`src/logic/ifb_defs.svh`:
```
// Constants of the interrupt flag and enable bank: register indices,
// bit positions, write masks and reset values.
// Assumes inclusion by bare name from the package and the design files.
//
// Behaviour
// - Two-bit edge code: off, rise, fall, both
// - Four pin selectors packed in one edge register
// - Flag one means pending; enable one permits
// - Hardware sets flags; software writes enables
// - Global enable at bit 0 gates servicing
// - First primary register bit layout, bit 7 empty
// - Second primary: converter, groups 0-1, comparator 1
// - Third primary: groups 2-3, time bases 0-1
// - Fourth primary: group 4, pins 2-3, gaps zero
// - First group register: timers 0 and 2
// - Second group: timer 1 B, A, P
// - Third group: serial, port change, timer 3
// - Accept pin, port-change and internal peripheral requests
// - Primary, group and edge registers organise control
// - Registers reached by ordinary data reads, writes
// - Accepted request suspends main program for service
// - Fourth group: second serial, EEPROM, voltage detect
// - Fifth group: timers 4 and 5
// - Enabled member event sets its group flag
// - Service clears served flag and global enable
`ifndef IFB_DEFS_SVH
`define IFB_DEFS_SVH

// Register indices in the special-function area
`define IFB_REG_EDGE  4'h0
`define IFB_REG_PA    4'h1
`define IFB_REG_PB    4'h2
`define IFB_REG_PC    4'h3
`define IFB_REG_PD    4'h4
`define IFB_REG_GA    4'h5
`define IFB_REG_GE    4'h9
`define IFB_NREG      10

// Sizes
`define IFB_NPIN      4
`define IFB_NGRP      5
`define IFB_NVEC      14

// Global enable position; flags sit four above their enables, except in
// the first primary register, where the global enable pushes them to three
`define IFB_EMI_BIT   3'h0
`define IFB_FLAG_OFS  1'b1
`define IFB_FLAG_OFS_PA 3'h3

// Reset value of every register
`define IFB_RST_VAL   8'h00

// Writable bits; unimplemented bits stay zero
`define IFB_MASK_FULL 8'hff
`define IFB_MASK_PA   8'h7f
`define IFB_MASK_GAP  8'h77

// Edge select codes
`define IFB_EDGE_OFF  2'h0
`define IFB_EDGE_RISE 2'h1

`endif

```
`src/logic/ifb_pkg.sv`:
```
// Types shared by the interrupt flag and enable bank.
// Assumes the constants header is on the include path.
`include "ifb_defs.svh"

package ifb_pkg;

   // Register file of the bank
   typedef logic [`IFB_NREG-1:0][7:0] ifb_regs_t;

   // Vector positions, lowest wins
   typedef enum logic [3:0] {
      IFB_V_INT0 = 4'h0,
      IFB_V_INT1 = 4'h1,
      IFB_V_INT2 = 4'h2,
      IFB_V_INT3 = 4'h3,
      IFB_V_CP0  = 4'h4,
      IFB_V_CP1  = 4'h5,
      IFB_V_MF0  = 4'h6,
      IFB_V_MF1  = 4'h7,
      IFB_V_MF2  = 4'h8,
      IFB_V_MF3  = 4'h9,
      IFB_V_MF4  = 4'ha,
      IFB_V_ADC  = 4'hb,
      IFB_V_TB0  = 4'hc,
      IFB_V_TB1  = 4'hd
   } ifb_vec_t;

   // Peripheral request pulses, one cycle each
   typedef struct packed {
      logic [5:0] tmr_p;         // Timer P-match, timers 0..5
      logic [5:0] tmr_a;         // Timer A-match, timers 0..5
      logic       tmr1_b;        // Timer 1 B-match
      logic [1:0] cmp;           // Comparator output change
      logic       conv_done;     // A/D conversion finished
      logic [1:0] time_base;     // Time base overflow
      logic       serial;        // Serial module
      logic       second_serial; // Secondary serial port
      logic       eeprom;        // Data EEPROM
      logic       volt;          // Voltage detector
      logic       port_change;   // Port-change pin event
   } ifb_src_t;

   // Edge detector state
   typedef struct packed {
      logic [`IFB_NPIN-1:0] meta;  // First synchroniser stage
      logic [`IFB_NPIN-1:0] sync;  // Second synchroniser stage
      logic [`IFB_NPIN-1:0] last;  // Previous synchronised level
      logic [`IFB_NPIN-1:0] hit;   // Qualified edge pulse
      logic [1:0]           warm;  // Settling count after reset
   } ifb_edge_st_t;

   // Bank state
   typedef struct packed {
      ifb_regs_t  regs;     // All control registers
      logic [7:0] rdata;    // Read data
      logic       irq_req;  // Request to the core
      ifb_vec_t   irq_vec;  // Vector presented
   } ifb_state_t;

endpackage

```
`src/logic/ifb_top.sv`:
```
// Interrupt request flag and enable register bank with vector selection.
// Assumes the core reads and writes the bank as data memory, pulses
// i_irq_ack when it takes the presented vector, and peripherals pulse
// their request lines for one clock.
`timescale 1ns/10ps
`include "ifb_defs.svh"

module ifb_top
(
   // Clock and reset
   input  wire logic                    i_clk,
   input  wire logic                    i_rst_b,
   // Data memory access to the registers
   input  wire logic [3:0]              i_sfr_sel,
   input  wire logic                    i_sfr_wr,
   input  wire logic [7:0]              i_sfr_wdata,
   output logic      [7:0]              o_sfr_rdata,
   // Request sources
   input  wire logic [`IFB_NPIN-1:0]    i_ext_edge_pins,
   input  wire ifb_pkg::ifb_src_t       i_src,
   // Core side
   input  wire logic                    i_irq_ack,
   output logic                         o_irq_req,
   output ifb_pkg::ifb_vec_t            o_irq_vec
);

   ////////////////////////////////////////////////////////////////////////
   // Declarations
   ifb_pkg::ifb_state_t      st_reg;            // Registered state
   ifb_pkg::ifb_state_t      st_next;           // Next state
   logic [`IFB_NPIN-1:0]     ext_hit;           // Qualified pin edges
   logic [`IFB_NGRP-1:0][3:0] grp_ev;           // Member events per group
   logic [`IFB_NGRP-1:0]     grp_set;           // Group flag set events
   logic [`IFB_NVEC-1:0]     prim_ev;           // Primary flag set events
   logic [`IFB_NVEC-1:0]     pend_next;         // Pending after update
   logic [`IFB_NVEC-1:0]     pend_cur;          // Pending now, for checks
   logic [5:0]               loc;               // Register and bit of a vector
   logic [5:0]               set_loc;           // Register and bit of a set event
   logic                     found;             // Priority search hit

   ////////////////////////////////////////////////////////////////////////
   // Where each vector keeps its enable; flag_of gives its flag bit
   function automatic logic [5:0] loc_of(input logic [3:0] v);
      logic [5:0] r;
      r = {`IFB_REG_PA, 2'h1};
      unique case (v)
         ifb_pkg::IFB_V_INT0: r = {`IFB_REG_PA, 2'h1};
         ifb_pkg::IFB_V_INT1: r = {`IFB_REG_PA, 2'h2};
         ifb_pkg::IFB_V_INT2: r = {`IFB_REG_PD, 2'h0};
         ifb_pkg::IFB_V_INT3: r = {`IFB_REG_PD, 2'h1};
         ifb_pkg::IFB_V_CP0:  r = {`IFB_REG_PA, 2'h3};
         ifb_pkg::IFB_V_CP1:  r = {`IFB_REG_PB, 2'h0};
         ifb_pkg::IFB_V_MF0:  r = {`IFB_REG_PB, 2'h1};
         ifb_pkg::IFB_V_MF1:  r = {`IFB_REG_PB, 2'h2};
         ifb_pkg::IFB_V_MF2:  r = {`IFB_REG_PC, 2'h0};
         ifb_pkg::IFB_V_MF3:  r = {`IFB_REG_PC, 2'h3};
         ifb_pkg::IFB_V_MF4:  r = {`IFB_REG_PD, 2'h2};
         ifb_pkg::IFB_V_ADC:  r = {`IFB_REG_PB, 2'h3};
         ifb_pkg::IFB_V_TB0:  r = {`IFB_REG_PC, 2'h1};
         ifb_pkg::IFB_V_TB1:  r = {`IFB_REG_PC, 2'h2};
         // Codes 14 and 15 are never presented
         default:             r = {`IFB_REG_PA, 2'h1};
      endcase
      return r;
   endfunction

   // Flag bit of a vector. The first primary register carries the global
   // enable at bit 0, so its flags sit only three above their enables;
   // a plain four-bit offset there would hit another vector's flag or bit 7
   function automatic logic [2:0] flag_of(input logic [5:0] l);
      logic [2:0] f;
      f = {`IFB_FLAG_OFS, l[1:0]};
      if (l[5:2] == `IFB_REG_PA)
      begin
         f = {1'b0, l[1:0]} + `IFB_FLAG_OFS_PA;
      end
      return f;
   endfunction

   // Write mask; unimplemented bits cannot be set
   function automatic logic [7:0] mask_of(input logic [3:0] idx);
      logic [7:0] m;
      m = `IFB_MASK_FULL;
      if (idx == `IFB_REG_PA)
      begin
         m = `IFB_MASK_PA;
      end
      else if (idx == `IFB_REG_PD || idx == 4'h6 || idx == 4'h8)
      begin
         m = `IFB_MASK_GAP;
      end
      return m;
   endfunction

   // Enabled and flagged vectors of a register image
   function automatic logic [`IFB_NVEC-1:0] pend_of(input ifb_pkg::ifb_regs_t r);
      logic [`IFB_NVEC-1:0] p;
      logic [5:0]           l;
      p = '0;
      for (int v = 0; v < `IFB_NVEC; v++)
      begin
         l    = loc_of(4'(v));
         p[v] = r[l[5:2]][{1'b0, l[1:0]}] & r[l[5:2]][flag_of(l)];
      end
      return p;
   endfunction

   ////////////////////////////////////////////////////////////////////////
   // External pin edges, synchronised inside
   ifb_edge_det u_edge
   (
      .i_clk   (i_clk),
      .i_rst_b (i_rst_b),
      .i_pins  (i_ext_edge_pins),
      .i_sel   (st_reg.regs[`IFB_REG_EDGE]),
      .o_hit   (ext_hit)
   );

   ////////////////////////////////////////////////////////////////////////
   // Member events aligned to their enable bits in each group register
   always_comb
   begin
      grp_ev[0] = {i_src.tmr_a[2], i_src.tmr_p[2], i_src.tmr_a[0], i_src.tmr_p[0]};
      grp_ev[1] = {1'b0, i_src.tmr1_b, i_src.tmr_a[1], i_src.tmr_p[1]};
      grp_ev[2] = {i_src.serial, i_src.port_change, i_src.tmr_a[3], i_src.tmr_p[3]};
      grp_ev[3] = {1'b0, i_src.second_serial, i_src.eeprom, i_src.volt};
      grp_ev[4] = {i_src.tmr_a[5], i_src.tmr_p[5], i_src.tmr_a[4], i_src.tmr_p[4]};
   end

   // Group flag set: a member event whose own enable is one
   always_comb
   begin
      for (int g = 0; g < `IFB_NGRP; g++)
      begin
         grp_set[g] = |(grp_ev[g] & st_reg.regs[`IFB_REG_GA + 4'(g)][3:0]);
      end
   end

   // Primary set events in vector order
   always_comb
   begin
      prim_ev = {i_src.time_base, i_src.conv_done, grp_set, i_src.cmp, ext_hit};
   end

   ////////////////////////////////////////////////////////////////////////
   // Next state: write, then service clear, then hardware sets, so a
   // request in the clearing cycle is never lost
   always_comb
   begin
      st_next   = st_reg;
      loc       = loc_of(st_reg.irq_vec);
      found     = 1'b0;
      set_loc   = 6'h00;

      if (i_sfr_sel <= `IFB_REG_GE)
      begin
         st_next.rdata = st_reg.regs[i_sfr_sel];
      end
      else
      begin
         // Unmapped index reads zero
         st_next.rdata = 8'h00;
      end

      if (i_sfr_wr && i_sfr_sel <= `IFB_REG_GE)
      begin
         st_next.regs[i_sfr_sel] = i_sfr_wdata & mask_of(i_sfr_sel);
      end

      // Service taken: clear the served flag and the global enable
      if (i_irq_ack)
      begin
         st_next.regs[loc[5:2]][flag_of(loc)] = 1'b0;
         st_next.regs[`IFB_REG_PA][`IFB_EMI_BIT] = 1'b0;
      end

      // Member flags in group registers; only software clears them
      for (int g = 0; g < `IFB_NGRP; g++)
      begin
         st_next.regs[`IFB_REG_GA + 4'(g)][7:4] =
            st_next.regs[`IFB_REG_GA + 4'(g)][7:4] | grp_ev[g];
      end
      // Gap positions of group b and d have no source
      st_next.regs[4'h6][7] = 1'b0;
      st_next.regs[4'h8][7] = 1'b0;

      // Primary flags; set wins over a clear in the same cycle
      for (int v = 0; v < `IFB_NVEC; v++)
      begin
         if (prim_ev[v])
         begin
            set_loc = loc_of(4'(v));
            st_next.regs[set_loc[5:2]][flag_of(set_loc)] = 1'b1;
         end
      end

      // Lowest pending vector is presented
      pend_next = pend_of(st_next.regs);
      for (int v = 0; v < `IFB_NVEC; v++)
      begin
         if (pend_next[v] && !found)
         begin
            found           = 1'b1;
            st_next.irq_vec = ifb_pkg::ifb_vec_t'(4'(v));
         end
      end

      st_next.irq_req = st_next.regs[`IFB_REG_PA][`IFB_EMI_BIT] & found;
   end

   ////////////////////////////////////////////////////////////////////////
   // State register; all registers clear at reset
   always_ff @(posedge i_clk)
   begin
      if (!i_rst_b)
      begin
         st_reg <= '0;
      end
      else
      begin
         st_reg <= st_next;
      end
   end

   assign o_sfr_rdata = st_reg.rdata;
   assign o_irq_req   = st_reg.irq_req;
   assign o_irq_vec   = st_reg.irq_vec;

   ////////////////////////////////////////////////////////////////////////
   // Checks
   assign pend_cur = pend_of(st_reg.regs);
endmodule

```
`src/logic/ifb_edge_det.sv`:
```
// Pin synchroniser and edge qualifier for the external request pins.
// Assumes pins are asynchronous and selectors come from the bank.
`timescale 1ns/10ps
`include "ifb_defs.svh"

module ifb_edge_det
(
   // Clock and reset
   input  wire logic                    i_clk,
   input  wire logic                    i_rst_b,
   // Pins and edge selectors
   input  wire logic [`IFB_NPIN-1:0]    i_pins,
   input  wire logic [2*`IFB_NPIN-1:0]  i_sel,
   // Qualified edge pulses
   output logic      [`IFB_NPIN-1:0]    o_hit
);

   ifb_pkg::ifb_edge_st_t st_reg;   // Registered state
   ifb_pkg::ifb_edge_st_t st_next;  // Next state
   logic [`IFB_NPIN-1:0]  hit_w;    // Per-pin qualified edge

   ////////////////////////////////////////////////////////////////////////
   // Per-pin edge qualification; off code gives no hit
   genvar g;
   generate
      for (g = 0; g < `IFB_NPIN; g++)
      begin : g_pin
         assign hit_w[g] = (i_sel[2*g]   &  st_reg.sync[g] & ~st_reg.last[g]) |
                           (i_sel[2*g+1] & ~st_reg.sync[g] &  st_reg.last[g]);
      end
   endgenerate

   ////////////////////////////////////////////////////////////////////////
   // Next state; the warm count hides the level seen at reset release
   always_comb
   begin
      st_next      = st_reg;
      st_next.meta = i_pins;
      st_next.sync = st_reg.meta;
      st_next.last = st_reg.sync;
      st_next.hit  = (st_reg.warm == 2'h3) ? hit_w : '0;
      if (st_reg.warm != 2'h3)
      begin
         st_next.warm = st_reg.warm + 2'h1;
      end
   end

   // State register
   always_ff @(posedge i_clk)
   begin
      if (!i_rst_b)
      begin
         st_reg <= '0;
      end
      else
      begin
         st_reg <= st_next;
      end
   end

   assign o_hit = st_reg.hit;
endmodule

```
`config.mk`:
```
export PLATFORM = sky130hd
export DESIGN_NAME = ifb_top
export DESIGN_NICKNAME = d
export VERILOG_FILES = /design/src/logic/ifb_pkg.sv /design/src/logic/ifb_top.sv /design/src/logic/ifb_edge_det.sv
export VERILOG_INCLUDE_DIRS = /design/src /design/src/logic
export SDC_FILE = /design/constraint.sdc
export NUM_CORES = 1
export LEC_CHECK = 0
export BUFFER_PORTS_ARGS = -buffer_cell sky130_fd_sc_hd__buf_2
export CAP_MARGIN = 10
export CORE_UTILIZATION = 40
export CTS_CLUSTER_DIAMETER = 100
export DETAILED_ROUTE_END_ITERATION = 10
export PLACE_DENSITY = 0.65
export SYNTH_ARGS = -nofsm -noshare
export SYNTH_HDL_FRONTEND = slang
export SYNTH_SLANG_ARGS = --single-unit
```
`constraint.sdc`:
```
create_clock -name i_clk -period 3.43 [get_ports i_clk]
set_clock_uncertainty 0.1 [all_clocks]
set_input_delay 0.343 -clock i_clk [delete_from_list [all_inputs] [get_ports i_clk]]
set_output_delay 0.343 -clock i_clk [all_outputs]
set_load 0.01 [all_outputs]
```
==> results.txt, run 1 <==
Outcome: finished, final reports clean
Placed inst area: 0.00608 mm^2
TritonCTS buffer count: 9
Static Leakage: 2.74 nW
Area Overhead vs Synth: 13.1%
Worst Path Required: 3600 ps
Worst Hold Slack: 97.2 ps
Pwr per Cell Area: 462 mW/mm^2
Initial antenna violation count: 0
Worst slew margin: 39.6%
Mapped Nets: 649
Register area share after synthesis: 38.2%
CP arrival: 3440 ps
Register bit total from synthesis: 109
Library cells used by synthesis: 74
Cells after synthesis: 600
Routed via count: 4,859
Critical Path End: o_irq_vec[0]
Setup crit end kind: register
Final setup TNS: 0 ps
Maximum vdd drop: 0.238 mV
Cell row count: 43
FF-to-FF setup slack: 160 ps
Total track usage: 23.3%
Mean Syn Cell Area: 9.51 um^2
Die W: 121 um
Max Clock Freq: 306 MHz
Final setup vio count: 0
Root Driver: clkbuf_16
Initial Utilization: 41.1%
TritonCTS clock tree: yes
Ratio of cells with drive above 1 in the final layout: 23.9%
Final-stage net count: 688
DP Wirelength: 12,300 um
I/O pin cnt: 56
Top FF cell, synth: dfxtp_1
Tmin final: 3270 ps
CP Class: register to register
Final hold viol count: 0
Least-Margin Pin Slew: 902 ps
Max FFs per register: 70
Finished Cell Area: 0.00645 mm^2
Synthesis Warnings: 0
Vias in the first global route: 4,527
Post-place setup slack: -57.6 ps
Final Max Slew Viols: 0
Hold crit path type: input pin to register
First-pass GRT wire length: 25,500 um
Async S/R FF share, synth: 0%
Routed wire length: 16,600 um
Cell Area, Synth: 0.00571 mm^2
# DRC: 0
Wire per inst: 20.1 um
Setup slack after layout: 158 ps
Fillers: 1,357
Antenna diode count: 0
GP Congestion: 1.00
DRT antenna net count: 0
Skew-Pair Late Insertion Delay: 360 ps
Core area: 0.0139 mm^2
Final non-filler cell total: 824
GRT overflow: 0
R2r endpoint: o_irq_vec[0]
Post-synth EDFFs: 0
Maximum number of pins on one net before global-route repair: 35
DR vias/cell: 5.90
FF-to-FF path depth: 15
Clk buf depth: 2
Post-Place Cells: 805
Port buffer count: 55
CTS Sinks: 109
Clk slew on worst S/H paths: 70 ps
CP max FO: 4
Chip height: 121 um
Full die area: 0.0147 mm^2
Max Cap Violations: 0
Initial DRC count: 419
DRT Pass-1 Iters: 5
Worst r2r src: o_irq_vec[0]
H-tree depth: 3
Final worst-path cycle share: 95.4%
Hold path cells: 2
Unrepaired setup endpoints after global routing: false
Critical path startpoint category: register
Worst setup path startpoint: o_irq_vec[0]
## worst max-delay path: stages, from the launching register on
cell and delay [ps]:
dfxtp_2 370, inv_1 100, ha_4 290, nor2b_1 60, or3_4 380, nand2_1 150, ha_4 240, nor2b_2 160
nand4_1 110, nor3_2 70, a211o_1 340, a21oi_4 210, nor3b_4 80, buf_4 140, and2_4 160, a221oi_2 210
## cell type report
type | instances | area (um^2) | share of cell area (%)
Multi-Input combinational cell | 425 | 3280 | 50.8
Sequential cell | 109 | 2190 | 33.9
Timing Repair Buffer | 73 | 410 | 6.36
Clock buffer | 9 | 225 | 3.49
Tap cell | 180 | 225 | 3.49
Inverter | 21 | 78.8 | 1.22
Clock inverter | 7 | 51.3 | 0.795
## synthesized netlist by cell type (all sizes together), types with 4 or more instances
cell type  count  area [um^2]
nand2         35          141
o21a           5         37.5
a211oi         6         45.0
nor2          59          245
and2          28          178
inv           21         78.8
mux2i         66          661
a221o          4         40.0
mux2           8         93.8
nor3b          5         70.1
nand3         14         82.6
and3          10         62.6
o211ai         9         72.6
a21o           4         30.0
clkbuf        20         76.3
a21oi         41          220
o22ai         11         68.8
mux4          15          338
nor2b         11         68.8
nand2b         8         50.1
buf           25          164
a221oi         7         73.8
a22oi          4         30.0
o21ai         13         65.1
nand4          6         37.5
nor3          12         70.1
ha             6         75.1
dfxtp        109         2180
## stage by stage
stage | utilization [%] | total power [mW]
after floorplan | - | 1.78
after global routing | 46.5 | 3.09
after detailed placement | 43.8 | 1.97
final | 46.5 | 2.98
after CTS | 45.9 | 2.95
after global placement | 43.8 | 1.96
## worst min-delay path by stage
stage | start | to | slack (ps)
4_1_cts | i_ext_edge_pins[1] | u_edge.st_next[11] | 90
2_1_floorplan | st_reg[64] | st_reg[64] | 310
3_3_place_gp | st_reg[64] | st_reg[64] | 320
5_1_grt | i_ext_edge_pins[1] | u_edge.st_next[11] | 110
3_5_place_dp | st_reg[64] | st_reg[64] | 320
6_report | i_ext_edge_pins[2] | u_edge.st_next[12] | 100
## cell usage in the layout (no fill, tap or decap), drive strengths merged, types with 4 or more instances in the layout
master / netlist / routed
o22ai: 11 / 11
and3: 10 / 10
a221o: 4 / 4
clkbuf: 20 / 9
nand3: 14 / 14
o21a: 5 / 5
nor3b: 5 / 5
nand2b: 8 / 8
ha: 6 / 6
and2: 28 / 28
mux2: 8 / 8
nand2: 35 / 35
mux4: 15 / 15
dfxtp: 109 / 109
a21o: 4 / 4
inv: 21 / 22
o211ai: 9 / 9
clkinvlp: 0 / 4
a21oi: 41 / 41
nor3: 12 / 12
mux2i: 66 / 66
o21ai: 13 / 13
nor2: 59 / 59
nand4: 6 / 6
a221oi: 7 / 7
nor2b: 11 / 11
buf: 25 / 73
a22oi: 4 / 4
a211oi: 6 / 6
## routing by layer
layer  up-vias  wire length (um)  GRT usage (%)
li1       2241                 -              -
met1      2340              7220           31.1
met2       228              7450           35.9
met3        50              1240           3.52
met4         0               676           12.4
met5         -                 0              0
## cells by family (layout without fill, tap and decap cells)
family	Yosys count	after routing	share of synthesized area, %
adders and majority gates	6	6	1.32
xor gates and xnor gates	1	1	0.154
muxes	89	89	19.1
buffers and inverters	66	110	5.59
and+or+nand+nor	200	200	19.6
AOI/OAI and AO/OA	129	129	16.0
DFF	109	109	38.2
## report_power, final
part           leakage (nW)  internal [mW]  switching, mW
logic                  1.72          0.268          0.369
registers             0.892           1.32         0.0385
clock network         0.125          0.495          0.491
total                  2.74           2.08          0.898
## what timing repair did
item / 4_1_cts / 5_1_grt
buffers inserted: 1 / 2
endpoints found under the setup margin: 1 / 5
gates resized for setup: 2 / 12
pin swaps: 3 / 6
hold buffers: 0 / 0
endpoints found under the hold margin: 0 / 0
Note: power is estimated with default switching activity, not from simulation.
==> inputs of run 2 (changes only) <==
--- a/config.mk
+++ b/config.mk
@@ -6,6 +6,7 @@
 export SDC_FILE = /design/constraint.sdc
 export NUM_CORES = 1
 export LEC_CHECK = 0
+export ABC_AREA = 1
 export BUFFER_PORTS_ARGS = -buffer_cell sky130_fd_sc_hd__buf_2
 export CAP_MARGIN = 10
 export CORE_UTILIZATION = 40
==> results.txt, run 2 <==
Outcome: finished, final reports clean
Final worst-path cycle share: 92.6% (-2.8 points)
Cell row count: 42 (-2.3%)
Worst Path Required: 3650 ps (+50 ps)
Max Clock Freq: 315 MHz (+3.1%)
Max FFs per register: 70 (unchanged)
WL met1: 7440 um (+3.1%)
Final setup TNS: 0 ps (unchanged)
Synth area leader: dfxtp_1
Area Overhead vs Synth: 13.6%
CP Class: register to register
Final setup vio count: 0 (unchanged)
# DRC: 0 (unchanged)
I/O pin cnt: 56 (unchanged)
H-tree depth: 3 (unchanged)
Top FF cell, synth: dfxtp_1
CTS Sinks: 109 (unchanged)
GP Congestion: 0.945 (-5.8%)
Mapped Nets: 832 (+28%)
Full die area: 0.0144 mm^2 (-2.1%)
DRT antenna net count: 0 (unchanged)
Register bit total from synthesis: 109 (unchanged)
Maximum number of pins on one net before global-route repair: 43 (+23%)
Placed inst area: 0.00596 mm^2 (-1.9%)
Most frequent cells in the layout: nand2_1 (146), inv_1 (127), dfxtp_1 (108), o21ai_0 (64), nor2_1 (61)
GRT overflow: 0 (unchanged)
Final-stage net count: 880 (+28%)
Largest cells by area after synthesis: dfxtp_1 (39%), nand2_1 (10%), inv_1 (8.5%), o21ai_0 (5.7%), a21oi_1 (4.9%)
Skew-Pair Late Insertion Delay: 370 ps (about the same)
Total track usage: 23.3% (+0.071 points)
Cell Area, Synth: 0.00558 mm^2 (-2.2%)
Worst setup path startpoint: o_irq_vec[0]
Register area share after synthesis: 39.1% (+0.85 points)
Chip height: 120 um (-1.1%)
Initial Utilization: 41.5% (+0.39 points)
TritonCTS clock tree: yes
Max Cap Violations: 0 (unchanged)
Setup crit end kind: register
Least-Margin Pin Slew: 756 ps (-146 ps)
Initial antenna violation count: 0 (unchanged)
DRT Pass-1 Iters: 6 (+1)
Top routing layer in use: met4
Wire per inst: 15.9 um (-21%)
Mean Syn Cell Area: 7.13 um^2 (-25%)
Vias in the first global route: 4,830 (+6.7%)
Routed via count: 5,261 (+8.3%)
Post-synth top cells: nand2_1 (148), inv_1 (127), dfxtp_1 (109)
Die W: 120 um (-1.1%)
Final core occ: 47.1% (+0.66 points)
Worst r2r src: o_irq_vec[0]
Library cells used by synthesis: 45 (-39%)
Synthesis Warnings: 0 (unchanged)
Pwr per Cell Area: 452 mW/mm^2 (-2.1%)
Met3 WL: 1170 um (-5.7%)
Cells after synthesis: 783 (+31%)
Met2 wire len: 7040 um (-5.4%)
DR vias/cell: 5.20 (-12%)
Most common cell after layout, fill and taps aside: nand2_1
Ratio of cells with drive above 1 in the final layout: 17.5% (-6.4 points)
Setup slack after layout: 255 ps (+97.1 ps)
Core area: 0.0135 mm^2 (-3.1%)
Hold Buf Count CTS: 0 (unchanged)
Hold Startpoint: i_ext_edge_pins[3]
Tmin final: 3180 ps (-97.1 ps)
Static Leakage: 2.86 nW (+4.5%)
CP max FO: 7 (+3)
DP Wirelength: 12,000 um (-2.7%)
Clk buf depth: 2 (unchanged)
Final Max Slew Viols: 0 (unchanged)
Hold crit path type: input pin to register
Antenna diode count: 0 (unchanged)
Clk slew on worst S/H paths: 70 ps (about the same)
Synth top area share: 39.1% (+0.85 points)
Worst slew margin: 49.4% (+9.8 points)
Top-count cell post-synth: nand2_1
Root Driver: clkbuf_16
Post-place setup slack: 145 ps (+202 ps)
CP arrival: 3400 ps (-40 ps)
Initial DRC count: 493 (+18%)
Final hold viol count: 0 (unchanged)
Finished Cell Area: 0.00634 mm^2 (-1.7%)
Critical path startpoint category: register
TritonCTS buffer count: 9 (unchanged)
Port buffer count: 55 (unchanged)
Post-synth EDFFs: 0 (unchanged)
First-pass GRT wire length: 25,500 um (-0.11%)
Maximum vdd drop: 0.242 mV (+1.6%)
Async S/R FF share, synth: 0% (unchanged)
Routed wire length: 16,100 um (-2.9%)
[run 2: final cells by class]
cell class | count | area (um^2)
Clock inverter | 5 | 58.8
Multi-Input combinational cell | 502 | 2720
Inverter | 138 | 520
Sequential cell | 109 | 2190
Fill cell | 1408 | 7110
Clock buffer | 11 | 243
Timing Repair Buffer | 71 | 395
Tap cell | 176 | 220
[run 2: cells by family after synthesis]
logic type / synth area share, %
adder cells (fa/ha/maj): 1.34
XOR/XNOR: 0.157
AO/OA/AOI/OAI: 21.0
flip-flops: 39.1
multiplexers: 0.403
buffers and inverters: 13.0
AND/OR/NAND/NOR: 25.0
[run 2: final timing paths]
path                            cells after the start            endpoint  slack, ps
worst min-delay path                                3  u_edge.st_next[13]         50
worst max register to register                     23        o_irq_vec[3]        250
worst max-delay path                               23        o_irq_vec[3]        250
worst min register to register                      2   u_edge.st_next[7]        310
[run 2: per-layer routing]
layer	track usage (%)	up-vias
li1	-	2646
met1	31.5	2395
met2	35.7	193
met3	5.70	27
met4	8.59	0
met5	0	-
[run 2: timing repair]
item	CTS	global route
endpoints found under the hold margin	0	0
setup endpoints to repair	0	5
gates resized for setup	0	9
setup buffers	0	4
[run 2: critical path, stage by stage, from the launching register on]
cell,delay [ps]
dfxtp_4,360
buf_4,140
ha_1,180
nand2_1,50
o21ai_0,70
nand2_1,110
nand2_4,90
ha_4,280
nand4_1,110
nand2_2,150
inv_4,60
nor2_2,110
nand2_1,100
o21ai_2,150
nand2_1,80
nand2_2,110
nand4_4,120
nor2_4,190
nand4_4,110
nor2_4,170
o21ai_1,100
nand3_1,80
nand2_1,50
inv_1,40
[run 2: power by group]
part / total (mW) / internal (mW) / switching (mW)
Combinational: 0.455 / 0.149 / 0.306
Sequential: 1.34 / 1.32 / 0.0290
Clock: 1.07 / 0.588 / 0.483
[run 2: metrics by stage]
stage / power, mW / std cells / hold WS, ps
floorplan: 1.67 / 783 / 290
global placement: 1.80 / 992 / 293
detailed placement: 1.80 / 992 / 298
CTS: 2.86 / 1008 / 47.5
global route: 3.00 / 1012 / 75.6
finish: 2.87 / 1012 / 54.8
